**src/design/wdt_tb_pkg.sv**
```systemverilog
package wdt_tb_pkg;
    // register indices; one of them is not word aligned, so each index is one aligned word
    localparam logic [7:0] IDX_WATCHDOG_CONTROL = 8'h24;
    localparam logic [7:0] IDX_TIMEBASE_CTRL_STS = 8'h26;
    localparam logic [7:0] IDX_POWER_CONTROL = 8'h28;
    // axi4-lite byte address is four times the index
    localparam logic [7:0] ADDR_WATCHDOG_CONTROL = {IDX_WATCHDOG_CONTROL[5:0], 2'b00};
    localparam logic [7:0] ADDR_TIMEBASE_CTRL_STS = {IDX_TIMEBASE_CTRL_STS[5:0], 2'b00};
    localparam logic [7:0] ADDR_POWER_CONTROL = {IDX_POWER_CONTROL[5:0], 2'b00};
    // watchdog_control fields
    localparam int WDG_ACTIVATE_BIT = 7;
    localparam int WDG_MSB_BIT = 6;
    localparam logic [7:0] WDG_CTRL_RESET = 8'h7f;
    localparam logic [6:0] WDG_EXPIRE_FROM = 7'h40;
    localparam int WDG_STEP_CYCLES = 16384;
    // timebase_control_status fields
    localparam int TB_FLAG_BIT = 0;
    localparam int TB_IRQ_EN_BIT = 1;
    localparam int TB_SEL_LSB = 2;
    localparam logic [7:0] TB_CSR_RESET = 8'h00;
    localparam int TB_PRESCALE_0 = 16000;
    localparam int TB_PRESCALE_1 = 32000;
    localparam int TB_PRESCALE_2 = 80000;
    localparam int TB_PRESCALE_3 = 200000;
    localparam int TB_CNT_W = 18;
    // power_control fields (write-only commands, read back mode)
    localparam int PWR_HALT_BIT = 0;
    localparam int PWR_WAIT_BIT = 1;
    localparam logic [1:0] AXI_OKAY = 2'b00;
    localparam logic [1:0] AXI_SLVERR = 2'b10;
    typedef enum logic [1:0] {
        PM_RUN,
        PM_WAIT,
        PM_TIMED_SLEEP,
        PM_HALT
    } power_mode_t;
endpackage

```
**src/design/timebase_divider.sv**
```systemverilog
`timescale 1ns/10ps
module timebase_divider
    import wdt_tb_pkg::*;
#(
    parameter int P0 = TB_PRESCALE_0,
    parameter int P1 = TB_PRESCALE_1,
    parameter int P2 = TB_PRESCALE_2,
    parameter int P3 = TB_PRESCALE_3
) (
    input  wire logic       i_core_clk,
    input  wire logic       i_nrst,
    input  wire logic       i_run,
    input  wire logic [1:0] i_select,
    output logic            o_elapsed
);
    function automatic logic [TB_CNT_W-1:0] period_of(input logic [1:0] s);
        case (s)
            2'b00:   period_of = TB_CNT_W'(P0 - 1);
            2'b01:   period_of = TB_CNT_W'(P1 - 1);
            2'b10:   period_of = TB_CNT_W'(P2 - 1);
            default: period_of = TB_CNT_W'(P3 - 1);
        endcase
    endfunction

    logic [TB_CNT_W-1:0] count;
    logic [1:0]          active_sel;
    wire                 at_end = (count == period_of(active_sel));

    always_ff @(posedge i_core_clk or negedge i_nrst) begin
        if (!i_nrst) begin
            count      <= '0;
            active_sel <= 2'b00;
            o_elapsed  <= 1'b0;
        end else begin
            o_elapsed <= i_run & at_end;
            if (i_run) begin
                if (at_end) begin
                    count      <= '0;
                    active_sel <= i_select;
                end else begin
                    count <= count + 1'b1;
                end
            end
        end
    end
endmodule

```
**src/design/watchdog_timebase.sv**
```systemverilog
// How it works
// - hardware watchdog option keeps watchdog always active, activate bit ignored.
// - watchdog control resets to 7fh: inactive, countdown all ones.
// - activate bit set by software, cleared only by reset, gates watchdog resets.
// - seven-bit countdown decrements once every 16384 oscillator clock cycles while watchdog on, not in halt or timed sleep.
// - active watchdog resets system when countdown goes from 40h to 3fh.
// - four time-base periods: 16000, 32000, 80000, 200000 cycles by select bits.
// - new time-base select takes effect only after current period ends.
// - elapsed flag set on period end, cleared by reading control/status.
// - time-base interrupt only when enable set and global mask inactive.
// - halt with time-base interrupt enabled enters timed sleep, not halt.
// - wait mode leaves time-base running; its interrupt ends wait.
// - timed sleep: counter runs, time-base control writes ignored, interrupt ends sleep.
// - full halt freezes counter, time-base select and enable; watchdog control stays writable; only other wake-up ends it.
// - control/status resets to 00h; bits 7:4 read zero.
// - watchdog stays active until reset; activate with msb zero resets now.
// - halt while watchdog active resets, per halt option and irq enable.
//
// The AXI4-Lite register port was chosen for this implementation.
`timescale 1ns/10ps
module watchdog_timebase
    import wdt_tb_pkg::*;
#(
    parameter int WDG_STEP = WDG_STEP_CYCLES,
    parameter int PRESCALE_0 = TB_PRESCALE_0,
    parameter int PRESCALE_1 = TB_PRESCALE_1,
    parameter int PRESCALE_2 = TB_PRESCALE_2,
    parameter int PRESCALE_3 = TB_PRESCALE_3
) (
    input  wire logic        i_core_clk,
    input  wire logic        i_nrst,
    input  wire logic        i_hw_watchdog,
    input  wire logic        i_halt_reset_option,
    input  wire logic        i_global_irq_mask,
    input  wire logic        i_ext_wakeup,
    input  wire logic [7:0]  s_axi_awaddr,
    input  wire logic        s_axi_awvalid,
    output logic             s_axi_awready,
    input  wire logic [31:0] s_axi_wdata,
    input  wire logic [3:0]  s_axi_wstrb,
    input  wire logic        s_axi_wvalid,
    output logic             s_axi_wready,
    output logic [1:0]       s_axi_bresp,
    output logic             s_axi_bvalid,
    input  wire logic        s_axi_bready,
    input  wire logic [7:0]  s_axi_araddr,
    input  wire logic        s_axi_arvalid,
    output logic             s_axi_arready,
    output logic [31:0]      s_axi_rdata,
    output logic [1:0]       s_axi_rresp,
    output logic             s_axi_rvalid,
    input  wire logic        s_axi_rready,
    output logic             o_timebase_irq,
    output logic             o_reset_request,
    output logic [1:0]       o_power_mode
);
    localparam int STEP_W = $clog2(WDG_STEP);

    // pin-level inputs pass two flops
    logic [1:0] hw_sync;
    logic [1:0] hopt_sync;
    logic [1:0] mask_sync;
    logic [1:0] wake_sync;
    always_ff @(posedge i_core_clk or negedge i_nrst) begin
        if (!i_nrst) begin
            hw_sync   <= 2'b00;
            hopt_sync <= 2'b00;
            mask_sync <= 2'b11;
            wake_sync <= 2'b00;
        end else begin
            hw_sync   <= {hw_sync[0], i_hw_watchdog};
            hopt_sync <= {hopt_sync[0], i_halt_reset_option};
            mask_sync <= {mask_sync[0], i_global_irq_mask};
            wake_sync <= {wake_sync[0], i_ext_wakeup};
        end
    end
    wire hw_wdg   = hw_sync[1];
    wire hopt     = hopt_sync[1];
    wire irq_mask = mask_sync[1];
    wire ext_wake = wake_sync[1];

    // registers
    logic              wdg_activate;
    logic [6:0]        countdown;
    logic [STEP_W-1:0] step_cnt;
    logic [1:0]        tb_select;
    logic              tb_irq_en;
    logic              tb_flag;
    power_mode_t       mode;

    // axi4-lite write side: take address and data in either order
    logic        aw_held;
    logic        w_held;
    logic [7:0]  aw_addr;
    logic [31:0] w_data;
    logic [3:0]  w_strb;
    assign s_axi_awready = !aw_held && !s_axi_bvalid;
    assign s_axi_wready  = !w_held && !s_axi_bvalid;
    wire aw_now   = s_axi_awvalid && s_axi_awready;
    wire w_now    = s_axi_wvalid && s_axi_wready;
    wire [7:0]  wr_addr = aw_held ? aw_addr : s_axi_awaddr;
    wire [31:0] wr_data = w_held ? w_data : s_axi_wdata;
    wire        wr_lane0 = w_held ? w_strb[0] : s_axi_wstrb[0];
    wire wr_fire  = (aw_held || aw_now) && (w_held || w_now);
    wire wr_wdg   = wr_fire && wr_lane0 && (wr_addr == ADDR_WATCHDOG_CONTROL);
    wire wr_tb    = wr_fire && wr_lane0 && (wr_addr == ADDR_TIMEBASE_CTRL_STS);
    wire wr_pwr   = wr_fire && wr_lane0 && (wr_addr == ADDR_POWER_CONTROL);
    wire wr_known = (wr_addr == ADDR_WATCHDOG_CONTROL) || (wr_addr == ADDR_TIMEBASE_CTRL_STS)
                    || (wr_addr == ADDR_POWER_CONTROL);

    always_ff @(posedge i_core_clk or negedge i_nrst) begin
        if (!i_nrst) begin
            aw_held      <= 1'b0;
            w_held       <= 1'b0;
            aw_addr      <= 8'h00;
            w_data       <= 32'h0;
            w_strb       <= 4'h0;
            s_axi_bvalid <= 1'b0;
            s_axi_bresp  <= AXI_OKAY;
        end else begin
            if (wr_fire) begin
                aw_held      <= 1'b0;
                w_held       <= 1'b0;
                s_axi_bvalid <= 1'b1;
                s_axi_bresp  <= wr_known ? AXI_OKAY : AXI_SLVERR;
            end else begin
                if (aw_now) begin
                    aw_held <= 1'b1;
                    aw_addr <= s_axi_awaddr;
                end
                if (w_now) begin
                    w_held <= 1'b1;
                    w_data <= s_axi_wdata;
                    w_strb <= s_axi_wstrb;
                end
                if (s_axi_bvalid && s_axi_bready) begin
                    s_axi_bvalid <= 1'b0;
                end
            end
        end
    end

    // axi4-lite read side
    assign s_axi_arready = !s_axi_rvalid;
    wire rd_fire = s_axi_arvalid && s_axi_arready;
    wire rd_tb   = rd_fire && (s_axi_araddr == ADDR_TIMEBASE_CTRL_STS);
    wire [7:0] wdg_view = {wdg_activate, countdown};
    wire [7:0] tb_view  = {4'h0, tb_select, tb_irq_en, tb_flag};
    wire [7:0] pwr_view = {6'h00, mode};
    always_ff @(posedge i_core_clk or negedge i_nrst) begin
        if (!i_nrst) begin
            s_axi_rvalid <= 1'b0;
            s_axi_rdata  <= 32'h0;
            s_axi_rresp  <= AXI_OKAY;
        end else if (rd_fire) begin
            s_axi_rvalid <= 1'b1;
            s_axi_rresp  <= AXI_OKAY;
            case (s_axi_araddr)
                ADDR_WATCHDOG_CONTROL:  s_axi_rdata <= {24'h0, wdg_view};
                ADDR_TIMEBASE_CTRL_STS: s_axi_rdata <= {24'h0, tb_view};
                ADDR_POWER_CONTROL:     s_axi_rdata <= {24'h0, pwr_view};
                default: begin
                    s_axi_rdata <= 32'h0;
                    s_axi_rresp <= AXI_SLVERR;
                end
            endcase
        end else if (s_axi_rready) begin
            s_axi_rvalid <= 1'b0;
        end
    end

    // power modes
    wire in_run    = (mode == PM_RUN);
    wire regs_live = (mode == PM_RUN) || (mode == PM_WAIT);
    wire tb_runs   = (mode != PM_HALT);
    wire wdg_on    = wdg_activate || hw_wdg;
    wire tb_elapsed;
    wire tb_irq_event = tb_elapsed && tb_irq_en && !irq_mask;
    wire halt_cmd  = wr_pwr && in_run && wr_data[PWR_HALT_BIT];
    wire wait_cmd  = wr_pwr && in_run && wr_data[PWR_WAIT_BIT] && !wr_data[PWR_HALT_BIT];
    // halt with the watchdog on and no timed sleep resets only when the halt reset option is set
    wire halt_reset = halt_cmd && wdg_on && !tb_irq_en && hopt;

    always_ff @(posedge i_core_clk or negedge i_nrst) begin
        if (!i_nrst) begin
            mode <= PM_RUN;
        end else begin
            case (mode)
                PM_RUN: begin
                    if (halt_cmd) begin
                        mode <= tb_irq_en ? PM_TIMED_SLEEP : PM_HALT;
                    end else if (wait_cmd) begin
                        mode <= PM_WAIT;
                    end
                end
                PM_WAIT: begin
                    if (tb_irq_event || ext_wake) begin
                        mode <= PM_RUN;
                    end
                end
                PM_TIMED_SLEEP: begin
                    if (tb_irq_event || ext_wake) begin
                        mode <= PM_RUN;
                    end
                end
                PM_HALT: begin
                    if (ext_wake) begin
                        mode <= PM_RUN;
                    end
                end
                default: mode <= PM_RUN;
            endcase
        end
    end
    assign o_power_mode = mode;

    timebase_divider #(
        .P0 (PRESCALE_0),
        .P1 (PRESCALE_1),
        .P2 (PRESCALE_2),
        .P3 (PRESCALE_3)
    ) u_divider (
        .i_core_clk (i_core_clk),
        .i_nrst     (i_nrst),
        .i_run      (tb_runs),
        .i_select   (tb_select),
        .o_elapsed  (tb_elapsed)
    );

    // time-base control/status
    always_ff @(posedge i_core_clk or negedge i_nrst) begin
        if (!i_nrst) begin
            tb_select <= TB_CSR_RESET[TB_SEL_LSB +: 2];
            tb_irq_en <= TB_CSR_RESET[TB_IRQ_EN_BIT];
            tb_flag   <= TB_CSR_RESET[TB_FLAG_BIT];
        end else begin
            if (wr_tb && regs_live) begin
                tb_select <= wr_data[TB_SEL_LSB +: 2];
                tb_irq_en <= wr_data[TB_IRQ_EN_BIT];
            end
            // set beats the read-clear in the same cycle; timed sleep still records the wake event
            if (tb_elapsed && (regs_live || tb_irq_event)) begin
                tb_flag <= 1'b1;
            end else if (rd_tb) begin
                tb_flag <= 1'b0;
            end
        end
    end
    assign o_timebase_irq = tb_flag && tb_irq_en && !irq_mask;

    // watchdog
    wire step_end = (step_cnt == STEP_W'(WDG_STEP - 1));
    wire wdg_tick = wdg_on && step_end && (mode != PM_HALT) && (mode != PM_TIMED_SLEEP);
    wire expire   = wdg_tick && (countdown == WDG_EXPIRE_FROM);
    wire sw_reset = wr_wdg && wr_data[WDG_ACTIVATE_BIT] && !wr_data[WDG_MSB_BIT];
    always_ff @(posedge i_core_clk or negedge i_nrst) begin
        if (!i_nrst) begin
            wdg_activate <= WDG_CTRL_RESET[WDG_ACTIVATE_BIT];
            countdown    <= WDG_CTRL_RESET[6:0];
            step_cnt     <= '0;
        end else begin
            if (mode != PM_HALT && mode != PM_TIMED_SLEEP) begin
                step_cnt <= step_end ? '0 : step_cnt + 1'b1;
            end
            if (wr_wdg) begin
                wdg_activate <= wdg_activate | wr_data[WDG_ACTIVATE_BIT];
                countdown    <= wr_data[6:0];
            end else if (wdg_tick) begin
                countdown <= countdown - 7'h01;
            end
        end
    end

    always_ff @(posedge i_core_clk or negedge i_nrst) begin
        if (!i_nrst) begin
            o_reset_request <= 1'b0;
        end else begin
            // level until the system reset pulls i_nrst; shaping lives outside
            o_reset_request <= o_reset_request || (wdg_on && (expire || halt_reset))
                               || sw_reset;
        end
    end
endmodule

```
**config.mk**
```make
export PLATFORM = sky130hd
export DESIGN_NAME = watchdog_timebase
export DESIGN_NICKNAME = d
export VERILOG_FILES = /design/src/design/wdt_tb_pkg.sv /design/src/design/timebase_divider.sv /design/src/design/watchdog_timebase.sv
export SDC_FILE = /design/constraint.sdc
export NUM_CORES = 1
export LEC_CHECK = 0
export BUFFER_PORTS_ARGS = -buffer_cell sky130_fd_sc_hd__buf_2
export CAP_MARGIN = 10
export CELL_PAD_IN_SITES_DETAIL_PLACEMENT = 1
export CELL_PAD_IN_SITES_GLOBAL_PLACEMENT = 1
export CORE_ASPECT_RATIO = 1.5
export CORE_MARGIN = 3
export CORE_UTILIZATION = 45
export CTS_CLUSTER_SIZE = 20
export DETAILED_ROUTE_END_ITERATION = 16
export GPL_TIMING_DRIVEN = 0
export PLACE_DENSITY_LB_ADDON = 0.05
export SYNTH_ARGS = -nofsm -noshare
export SYNTH_HDL_FRONTEND = slang
export SYNTH_SLANG_ARGS = --single-unit
```
**constraint.sdc**
```tcl
create_clock -name i_core_clk -period 3.7 [get_ports i_core_clk]
set_clock_uncertainty 0.1 [all_clocks]
set_input_delay 0.185 -clock i_core_clk [delete_from_list [all_inputs] [get_ports i_core_clk]]
set_output_delay 0.185 -clock i_core_clk [all_outputs]
set_load 0.03 [all_outputs]
```
* Yosys cells after proc, flatten, opt, wreduce, memory -nomap -nowiden
Cells that the tools add are included.
** Storage, ports and cells
- Bits in registers :: 115
- Input bits :: 63
- Output and inout bits :: 45
- Word-level logic and storage cells :: 143
** Cells by class
- $add $sub $neg :: 3
- Equal/unequal tests :: 19
- Multiplexer cells :: 27
- Bitwise gates (word level) :: 3
- Reductions and logical operators :: 66
** Operators with widths (count)
- case mux 18 bit (3 select lines) :: 1
- == test 8 bit (second input constant) :: 6
- logical AND 1 bit :: 33
- case mux 8 bit (3 select lines) :: 1
- adder 18 x 1 -> 18 bit (second input constant) :: 1
- == test 18 bit :: 1
- two-way mux 18 bit :: 1
- two-way mux 8 bit :: 2
- adder 14 x 1 -> 14 bit (second input constant) :: 1
- == test 14 bit (second input constant) :: 1
- two-way mux 14 bit :: 1
- two-way mux 7 bit :: 2
- two-way mux 1 bit :: 12
- two-way mux 2 bit :: 6
- nonzero test 2 bit :: 6
- logical OR 1 bit :: 11
- logical NOT 1 bit :: 8
- == test 7 bit (second input constant) :: 1
- subtractor 7 x 1 -> 7 bit (second input constant) :: 1
- == test 2 bit (second input constant) :: 3
- inequality test 2 bit (second input constant) :: 3
- case mux 2 bit (3 select lines) :: 1
- AND reduction 2 bit :: 3
- == test 2 x 1 -> 1 bit (second input constant) :: 2
- other kinds (9) :: 10

* Logic depth before layout (Yosys ltp)
Gate-level depths: netlist (run 1).
- Depth in word-level cells :: 16
- Depth in mapped cells :: 7
- Mapped depth without buffers :: 7

* Hierarchy
A second synthesis (run 1) with hierarchy kept.
** Unflattened totals
- Cell total of the unflattened synthesis :: 463
- Area, all modules :: 4733.3 sq um
** Modules (own cells, without submodules)
- watchdog_timebase :: instances 1, cells each 331, area an instance 3527.1 sq um
- timebase_divider :: instances 1, cells each 132, area an instance 1206.2 sq um

* Worst setup path before layout (run 1)
Ideal clock, no wire load.
- Path kind :: register to register
- Start :: register mode[0], in the netlist o_power_mode[0]
- End :: register countdown[1]
- Setup time :: 0.076 ns
- Data arrival time :: 2.045 ns
- Setup slack :: 1.480 ns
- Stages on the path, launching flop included :: 8
- Buffers on the path :: 0
- Clock period less this slack :: 2.220 ns
- Cells stage by stage :: dfrtp_1 inv_1 ha_1 nor4bb_1 nand4_1 nor2_1 mux2_2 mux2i_1
** Between the ends
- Cells in the longest elaborated chain, start to end :: 4
** RTL lines
- start, declared :: line watchdog_timebase.sv:89 : power_mode_t mode;
- start signal, assigned :: line watchdog_timebase.sv:191 : mode <= tb_irq_en ? PM_TIMED_SLEEP : PM_HALT;
- inequality test 2 bit :: line watchdog_timebase.sv:253 : wire wdg_tick = wdg_on && step_end && (mode != PM_HALT) && (mode != PM_TIMED_SLEEP);
- logical AND 1 bit :: line watchdog_timebase.sv:253
- logical AND 1 bit (*) :: line watchdog_timebase.sv:253
- nonzero test 2 bit (no source line) (*)
- end signal, assigned :: line watchdog_timebase.sv:259 : countdown <= WDG_CTRL_RESET[6:0];
- end signal, assigned :: line watchdog_timebase.sv:267 : countdown <= wr_data[6:0];
- end signal, assigned :: line watchdog_timebase.sv:269 : countdown <= countdown - 7'h01;
- end, declared :: line watchdog_timebase.sv:84 : logic [6:0] countdown;
Every way passes the cells marked *; elsewhere a longest branch is shown, timed or not.
A chain may end at the register's enable or synchronous reset.

* Worst setup path in the final report (run 1)
- Start :: register mode[0], in the netlist o_power_mode[0]
- End :: register o_reset_request
** Between the ends
- Cells in the longest elaborated chain, start to end :: 10
** RTL lines
- logical NOT 2 bit :: line watchdog_timebase.sv:173 : wire in_run = (mode == PM_RUN);
- logical AND 1 bit (2 in series) :: line watchdog_timebase.sv:179 : wire halt_cmd = wr_pwr && in_run && wr_data[PWR_HALT_BIT];
- logical AND 1 bit (3 in series) :: line watchdog_timebase.sv:182 : wire halt_reset = halt_cmd && wdg_on && !tb_irq_en && hopt;
- logical OR 1 bit (*) :: line watchdog_timebase.sv:279 : o_reset_request <= o_reset_request || (wdg_on && (expire || halt_reset))
- logical AND 1 bit (*) :: line watchdog_timebase.sv:279
- logical OR 1 bit (*) :: line watchdog_timebase.sv:279
- logical OR 1 bit (*) :: line watchdog_timebase.sv:280 : || sw_reset;
- end signal, assigned :: line watchdog_timebase.sv:279
- end, declared :: line watchdog_timebase.sv:54 : output logic o_reset_request,
Marked as above.

==> results.toml, run 1 <==
[clock_network]
cts_tree = "built"
cts-root-buf = "clkbuf_16"
numCtsBuffers = 9
clk_pin_slew_ns = 0.06
cts_buffer_depth = 2
cts_setup_buffers = 0
insertion_delay_ns = 0.34
ctsHtreeMaxLevel = 3
cts-resized-gates = 0
cts.sinks = 89

[power_and_ir_drop]
seq_power_share_pct = 43.4
fin_total_pwr_mw = 3.18
pwr-share-comb_pct = 27.8
max-vdd-ir-drop_mv = 0.320
p_sw_mw = 1.06
leakage_nw = 2.59
p_int_mw = 2.12
power_density_nw_per_um2 = 566
power.share.clock_pct = 28.8
switching_share_pct = 33.2

[yosys]
yosys_most_used_dff = "dfrtp_1"
ys_warn_count = 0
netlist_area_um2 = 4610
syn_inst = 444
ys_types = 58
synth.avg_cell_area_um2 = 10.4
ys_seq_area_share_pct = 48.6
ys_ff_latch = 89
synth_edf_count = 0
async_flop_share_pct = 100

[cells_and_area]
fin_cells = 672
mostFrequentLayoutCell = "dfrtp_1"
design_area_um2 = 5620
final_cell_mix = "dfrtp_1, buf_2, nand2_1"
area_growth_pct = 21.9
finalNetCount = 622
drive_above_1_share_pct = 26.4
nFillCells = 1136
diodes = 0
multi_input_comb_area_um2 = 2150
seq_area_um2 = 2240

[job]
cap_violations = 0

[timing]
rsz0062_at_grt = "no"
setup_viol = 0
fmax_mhz = 381
period_minus_slack_ns = 2.62
slew_violations = 0
hold_viol_final = 0
fin_tns_setup_ns = 0
tightest_slew_ns = 0.918
slew_headroom_pct = 38.3
fin_crit_sh_pct = 70.9

[critical_path]
critPathMaxFanout = 10
critPathLaunchType = "flip-flop"
slowest_delay_ns = 0.77
path_class = "reg -> reg"
cp_data_required_time_ns = 3.86
r2r_cells = 7
crit_chain = "ha_1, buf_2, nor2_1, nand2_1, nor3_1, nand3_1, o211ai_1"
cp_slowest_cell = "nor3_1"
r2r-start = "o_power_mode[0]"
cp-end-kind = "flip-flop"
arrival_ns = 2.78
r2r-end = "o_reset_request"
r2r_slack_ns = 1.08

[die]
die_x_um = 88.6
dieArea_um2 = 11500
fp.dieH_um = 130
io_pins = 108
num_rows = 44
core-area_um2 = 9850
initial_utilization_pct = 46.8

[detailed_routing]
wl_um = 11100
ant_nets = 0
viasPerCell = 5.30
vias = 3562
firstDrtPassIters = 4
drt-wirelength-per-cell_um = 16.6
drc = 0
drt_iter0_markers = 78

[placed_design]
io_buffers = 53
placed_area_um2 = 5140
place_congestion = 0.781
hpwl_um = 8300
dp.cells = 638

[global_route]
first_global_vias = 3843
grt_max_degree = 47
grt_usage_pct = 20.9
grt_pass1_wl_um = 18400
grt_antenna_before_repair = 0
grt_overflow = 0

[worst_hold_path]
min_path_type = "in -> reg"
worstHoldStart = "s_axi_awaddr[7]"
hold_depth = 2
min_to = "aw_addr[7]"

[outcome]
outcome = "completed"
## worst max-delay path, delay by kind of cell, from the launching register on
family | cells | cell delay [ns]
AOI/OAI and AO/OA | 1 | 0.13
adders and majority gates | 1 | 0.27
buffers and inverters | 1 | 0.20
DFF | 1 | 0.46
and+or+nand+nor | 4 | 1.36
## power groups by stage
| stage | Clock [mW] | Combinational (mW) | Sequential (mW) |
|---|---|---|---|
| 2_1_floorplan | 0 | 0.633 | 1.38 |
| 3_3_place_gp | 0 | 0.835 | 1.38 |
| 3_5_place_dp | 0 | 0.873 | 1.40 |
| 4_1_cts | 0.938 | 0.899 | 1.38 |
| 5_1_grt | 0.985 | 0.995 | 1.42 |
| 6_report | 0.916 | 0.885 | 1.38 |
## flip-flops by register name, summed over array words and instances (netlist names), 7 cells and up
register and count:
aw_addr 8, countdown 7, s_axi_rdata 8, step_cnt 14, u_divider.count 18, w_data 8
## synthesized netlist by cell type, drive strengths merged (2+ instances only)
cell type  instances  share of area (%)
xnor2             19                3.6
mux2              23                5.6
dfstp              9                5.1
dfrtp             80                 43
or2                4               0.54
xor2              11                2.1
o211ai             5               0.81
buf               31                5.1
o21a               3               0.49
nor2              35                2.9
nor3              10                1.3
a21oi             11                1.2
mux2i             11                2.4
a211oi             5                1.1
nand2b             3               0.41
and2               2               0.27
clkbuf             6               0.52
nand3b             3               0.49
o31ai              2               0.33
nand3             16                1.8
nand4             13                1.8
a22o               5               0.98
o21ai             25                2.7
nor4bb             2               0.43
nor2b              8                1.1
nor4b              2               0.52
nor3b              2               0.33
a22oi              3               0.49
ha                 7                1.9
and3               7               0.95
and4               3               0.57
nand4b             3               0.57
nand2             38                3.1
nor4               5               0.68
inv               15                1.2
or3                4               0.54
## stage by stage
| step | util, % | worst slack (ns) | hold slack (ns) |
|---|---|---|---|
| 2_1_floorplan | - | 1.48 | -0.211 |
| 3_3_place_gp | 51.9 | 1.02 | 0.192 |
| 3_5_place_dp | 52.2 | 0.998 | 0.126 |
| 4_1_cts | 57.0 | 1.00 | 0.000000999 |
| 5_1_grt | 57.0 | 0.858 | 0.00867 |
| 6_report | 57.0 | 1.08 | 0.0133 |
## per-layer routing
layer,track usage [%],vias up,share of wire (%)
li1,-,1726,-
met1,21.9,1784,37
met2,40.3,43,59
met3,4.36,9,2.9
met4,6.23,0,0.85
met5,0,-,0
## how the worst max path moves through the flow
stage | start | end | slack, ns | depth (start not counted)
after floorplan | o_power_mode[0] | countdown[1] | 1.48 | 7
after global placement | o_power_mode[0] | o_reset_request | 1.02 | 7
after detailed placement | o_power_mode[0] | o_reset_request | 1.0 | 7
after CTS | o_power_mode[0] | o_reset_request | 1.00 | 7
after global routing | o_power_mode[0] | o_reset_request | 0.86 | 7
final | o_power_mode[0] | o_reset_request | 1.08 | 7
## cell families (layout without fill, tap and decap cells)
kind of cell	after synthesis	after routing	share of synthesized area, %
simple gates	164	164	19.2
flops	89	89	48.6
compound gates	67	67	9.74
buf+inv	52	140	6.84
mux	34	34	8.01
xor+xnor	30	30	5.70
fa+ha+maj	7	7	1.90
other cells	1	26	0.0814
## layout make-up
class | instances | area share, %
multi-input cells | 328 | 38.2
clock buffers | 11 | 4.32
flip-flops and latches | 89 | 39.8
repair buffers | 72 | 8.46
inverters | 15 | 1.00
plain buffers | 37 | 4.61
clock inverters | 5 | 0.980
well taps | 115 | 2.56
## timing repair
| item | in CTS | in global routing |
|---|---|---|
| hold endpoints to repair | 56 | 0 |
| endpoints found under the setup margin | 0 | 0 |
| hold buffers | 18 | 0 |
(Power assumes the default switching activity.)
==> run 2: changes to the inputs <==
--- a/config.mk
+++ b/config.mk
@@ -5,13 +5,14 @@
 export SDC_FILE = /design/constraint.sdc
 export NUM_CORES = 1
 export LEC_CHECK = 0
+export ABC_AREA = 1
 export BUFFER_PORTS_ARGS = -buffer_cell sky130_fd_sc_hd__buf_2
 export CAP_MARGIN = 10
 export CELL_PAD_IN_SITES_DETAIL_PLACEMENT = 1
 export CELL_PAD_IN_SITES_GLOBAL_PLACEMENT = 1
 export CORE_ASPECT_RATIO = 1.5
 export CORE_MARGIN = 3
-export CORE_UTILIZATION = 45
+export CORE_UTILIZATION = 36
 export CTS_CLUSTER_SIZE = 20
 export DETAILED_ROUTE_END_ITERATION = 16
 export GPL_TIMING_DRIVEN = 0
==> constraint.sdc (replaced) <==
create_clock -name i_core_clk -period 2.17 [get_ports i_core_clk]
set_clock_uncertainty 0.1 [all_clocks]
set_input_delay 0.1085 -clock i_core_clk [delete_from_list [all_inputs] [get_ports i_core_clk]]
set_output_delay 0.1085 -clock i_core_clk [all_outputs]
set_load 0.03 [all_outputs]
==> results.toml, run 2 <==
[outcome]
outcome = "completed"

[cells_and_area]
mostFrequentLayoutCell = "nand2_1"
diodes = 0
area_growth_pct = 24.8
fin_cells = 942
regMostFlops = "u_divider.count"
drive_above_1_share_pct = 20.5
final_cell_mix = "nand2_1, inv_1, dfrtp_1"
design_area_um2 = 6280
finalNetCount = 845
final_util_pct = 46.2
largestRegisters = "u_divider.count: 18 flops, step_cnt: 14 flops"
largest_register_ffs = 18

[yosys]
yosys-top-cells-area = "dfrtp_1, nand2_1, inv_1"
yosys_most_used_dff = "dfrtp_1"
synth.top_cell.area_share_pct = 39.8
ys_seq_area_share_pct = 44.5
ys_ff_latch = 89
ys_warn_count = 0
ys_types = 42
synth.avg_cell_area_um2 = 7.69
synth_edf_count = 0
synth.most_common_cell = "nand2_1"
syn_inst = 654
yosys-top-cells-count = "nand2_1, inv_1, dfrtp_1"
netlist_area_um2 = 5030
async_flop_share_pct = 100
yosysTopAreaCell = "dfrtp_1"

[global_route]
grt_antenna_before_repair = 0
grt_pass1_wl_um = 22900
grt_usage_pct = 19.1
first_global_vias = 4929
grt_overflow = 0
grt_max_degree = 46

[timing]
tightest_slew_ns = 0.618
fin_crit_sh_pct = 94.5
fin_tns_setup_ns = 0
setup_viol = 0
slew_violations = 0
whs_ns = 0.0493
fmax_mhz = 488
slew_headroom_pct = 58.8
period_minus_slack_ns = 2.05
worst_slack_ns = 0.119
hold_viol_final = 0

[worst_hold_path]
min_path_type = "in -> reg"
worstHoldStart = "s_axi_wvalid"
min_to = "w_held"
hold_depth = 5

[critical_path]
r2r_slack_ns = 0.12
path_class = "reg -> reg"
critPathMaxFanout = 8
cp-end-kind = "flip-flop"
critPathLaunchType = "flip-flop"
cp_data_required_time_ns = 2.31
r2r-start = "o_power_mode[1]"
cp_slowest_cell = "dfrtp_2"
slowest_delay_ns = 0.45
r2r_cells = 8
crit_chain = "ha_1, buf_6, nor2_1, nand4_1, nor3_1, nand3_1, nand3_1, inv_1"
arrival_ns = 2.19
path_common_cell = "nand3_1"
r2r-end = "u_divider.count[13]"

[die]
core-area_um2 = 13600
dieArea_um2 = 15500
num_rows = 52
die_x_um = 103
initial_utilization_pct = 37.0
fp.dieH_um = 151
io_pins = 108

[clock_network]
clk_pin_slew_ns = 0.06
insertion_delay_ns = 0.34
cts_buffer_depth = 2
numCtsBuffers = 9
ctsHtreeMaxLevel = 3
cts.sinks = 89
cts_tree = "built"
cts-root-buf = "clkbuf_16"

[detailed_routing]
ant_nets = 0
drt_iter0_markers = 87
firstDrtPassIters = 4
vias = 4573
drt-wirelength-per-cell_um = 14.9
wl_um = 14000
viasPerCell = 4.85
drc = 0

[job]
cap_violations = 0

[power_and_ir_drop]
fin_total_pwr_mw = 5.12
max-vdd-ir-drop_mv = 0.470
power_density_nw_per_um2 = 816
leakage_nw = 3.27

[placed_design]
hpwl_um = 10900
placed_area_um2 = 5630
io_buffers = 54
place_congestion = 0.834
dpl_worst_slack_ns = -0.104
dp.cells = 896
-- run 2: cell count changes after synthesis, sizes merged, moves of 7 or more --
| cell | before | now |
|---|---|---|
| and3 | 7 | 0 |
| inv | 15 | 100 |
| mux2 | 23 | 3 |
| mux2i | 11 | 0 |
| nand2 | 38 | 182 |
| nand3 | 16 | 48 |
| nor2 | 35 | 62 |
| nor2b | 8 | 0 |
| o21ai | 25 | 41 |
| xnor2 | 19 | 3 |
-- run 2: repair_timing --
action,4_1_cts,5_1_grt
endpoints found under the setup margin,11,14
endpoints found under the hold margin,65,0
pin swaps,0,4
hold buffers,24,0
setup buffers,0,6
resized for setup,4,5
-- run 2: cells by family after synthesis --
| kind of cell | after synthesis | share of synthesized area (%) |
|---|---|---|
| compound gates | 65 | 7.44 |
| xor+xnor | 18 | 3.13 |
| fa+ha+maj | 7 | 1.74 |
| buf+inv | 136 | 12.6 |
| flops | 89 | 44.5 |
| mux | 3 | 0.671 |
| other cells | 1 | 0.0745 |
| simple gates | 335 | 29.8 |
-- run 2: critical path, delay by kind of cell (launching register included) --
kind / cells / cell delay, ns
adder cells (fa/ha/maj): 1 / 0.20
flip-flops: 1 / 0.45
buffers and inverters: 2 / 0.18
AND/OR/NAND/NOR: 5 / 1.01
-- run 2: report_power, final --
| part | total (mW) | switching, mW | internal (mW) |
|---|---|---|---|
| clock | 1.73 | 0.660 | 1.07 |
| combinational | 1.30 | 0.847 | 0.450 |
| sequential | 2.10 | 0.171 | 1.93 |
-- run 2: worst max path at each step --
| stage | endpoint | slack [ns] | start | cells after the start |
|---|---|---|---|---|
| 2_1_floorplan | step_cnt[13] | 0.19 | o_power_mode[0] | 9 |
| 4_1_cts | countdown[1] | 0.05 | o_power_mode[1] | 12 |
| 3_5_place_dp | step_cnt[9] | -0.10 | o_power_mode[1] | 10 |
| 3_3_place_gp | w_data[4] | -0.08 | i_nrst | 1 |
| 6_report | u_divider.count[13] | 0.12 | o_power_mode[1] | 8 |
| 5_1_grt | countdown[5] | -0.009 | o_power_mode[1] | 12 |
-- run 2: layout make-up --
type,count,area (um2)
fillers,1698,7320
flip-flops and latches,89,2240
plain buffers,35,254
inverters,101,380
well taps,162,203
multi-input cells,454,2280
repair buffers,85,586
clock inverters,5,77.6
clock buffers,11,253
-- run 2: routing by layer --
layer  GRT usage, %  part of all wire, %  wire length [um]  up-vias
li1               -                    -                 -     2257
met1           20.1                   38              5340     2189
met2           35.7                   55              7750       85
met3           3.00                  2.5               353       42
met4           9.78                  4.2               590        0
met5              0                    0                 0        -
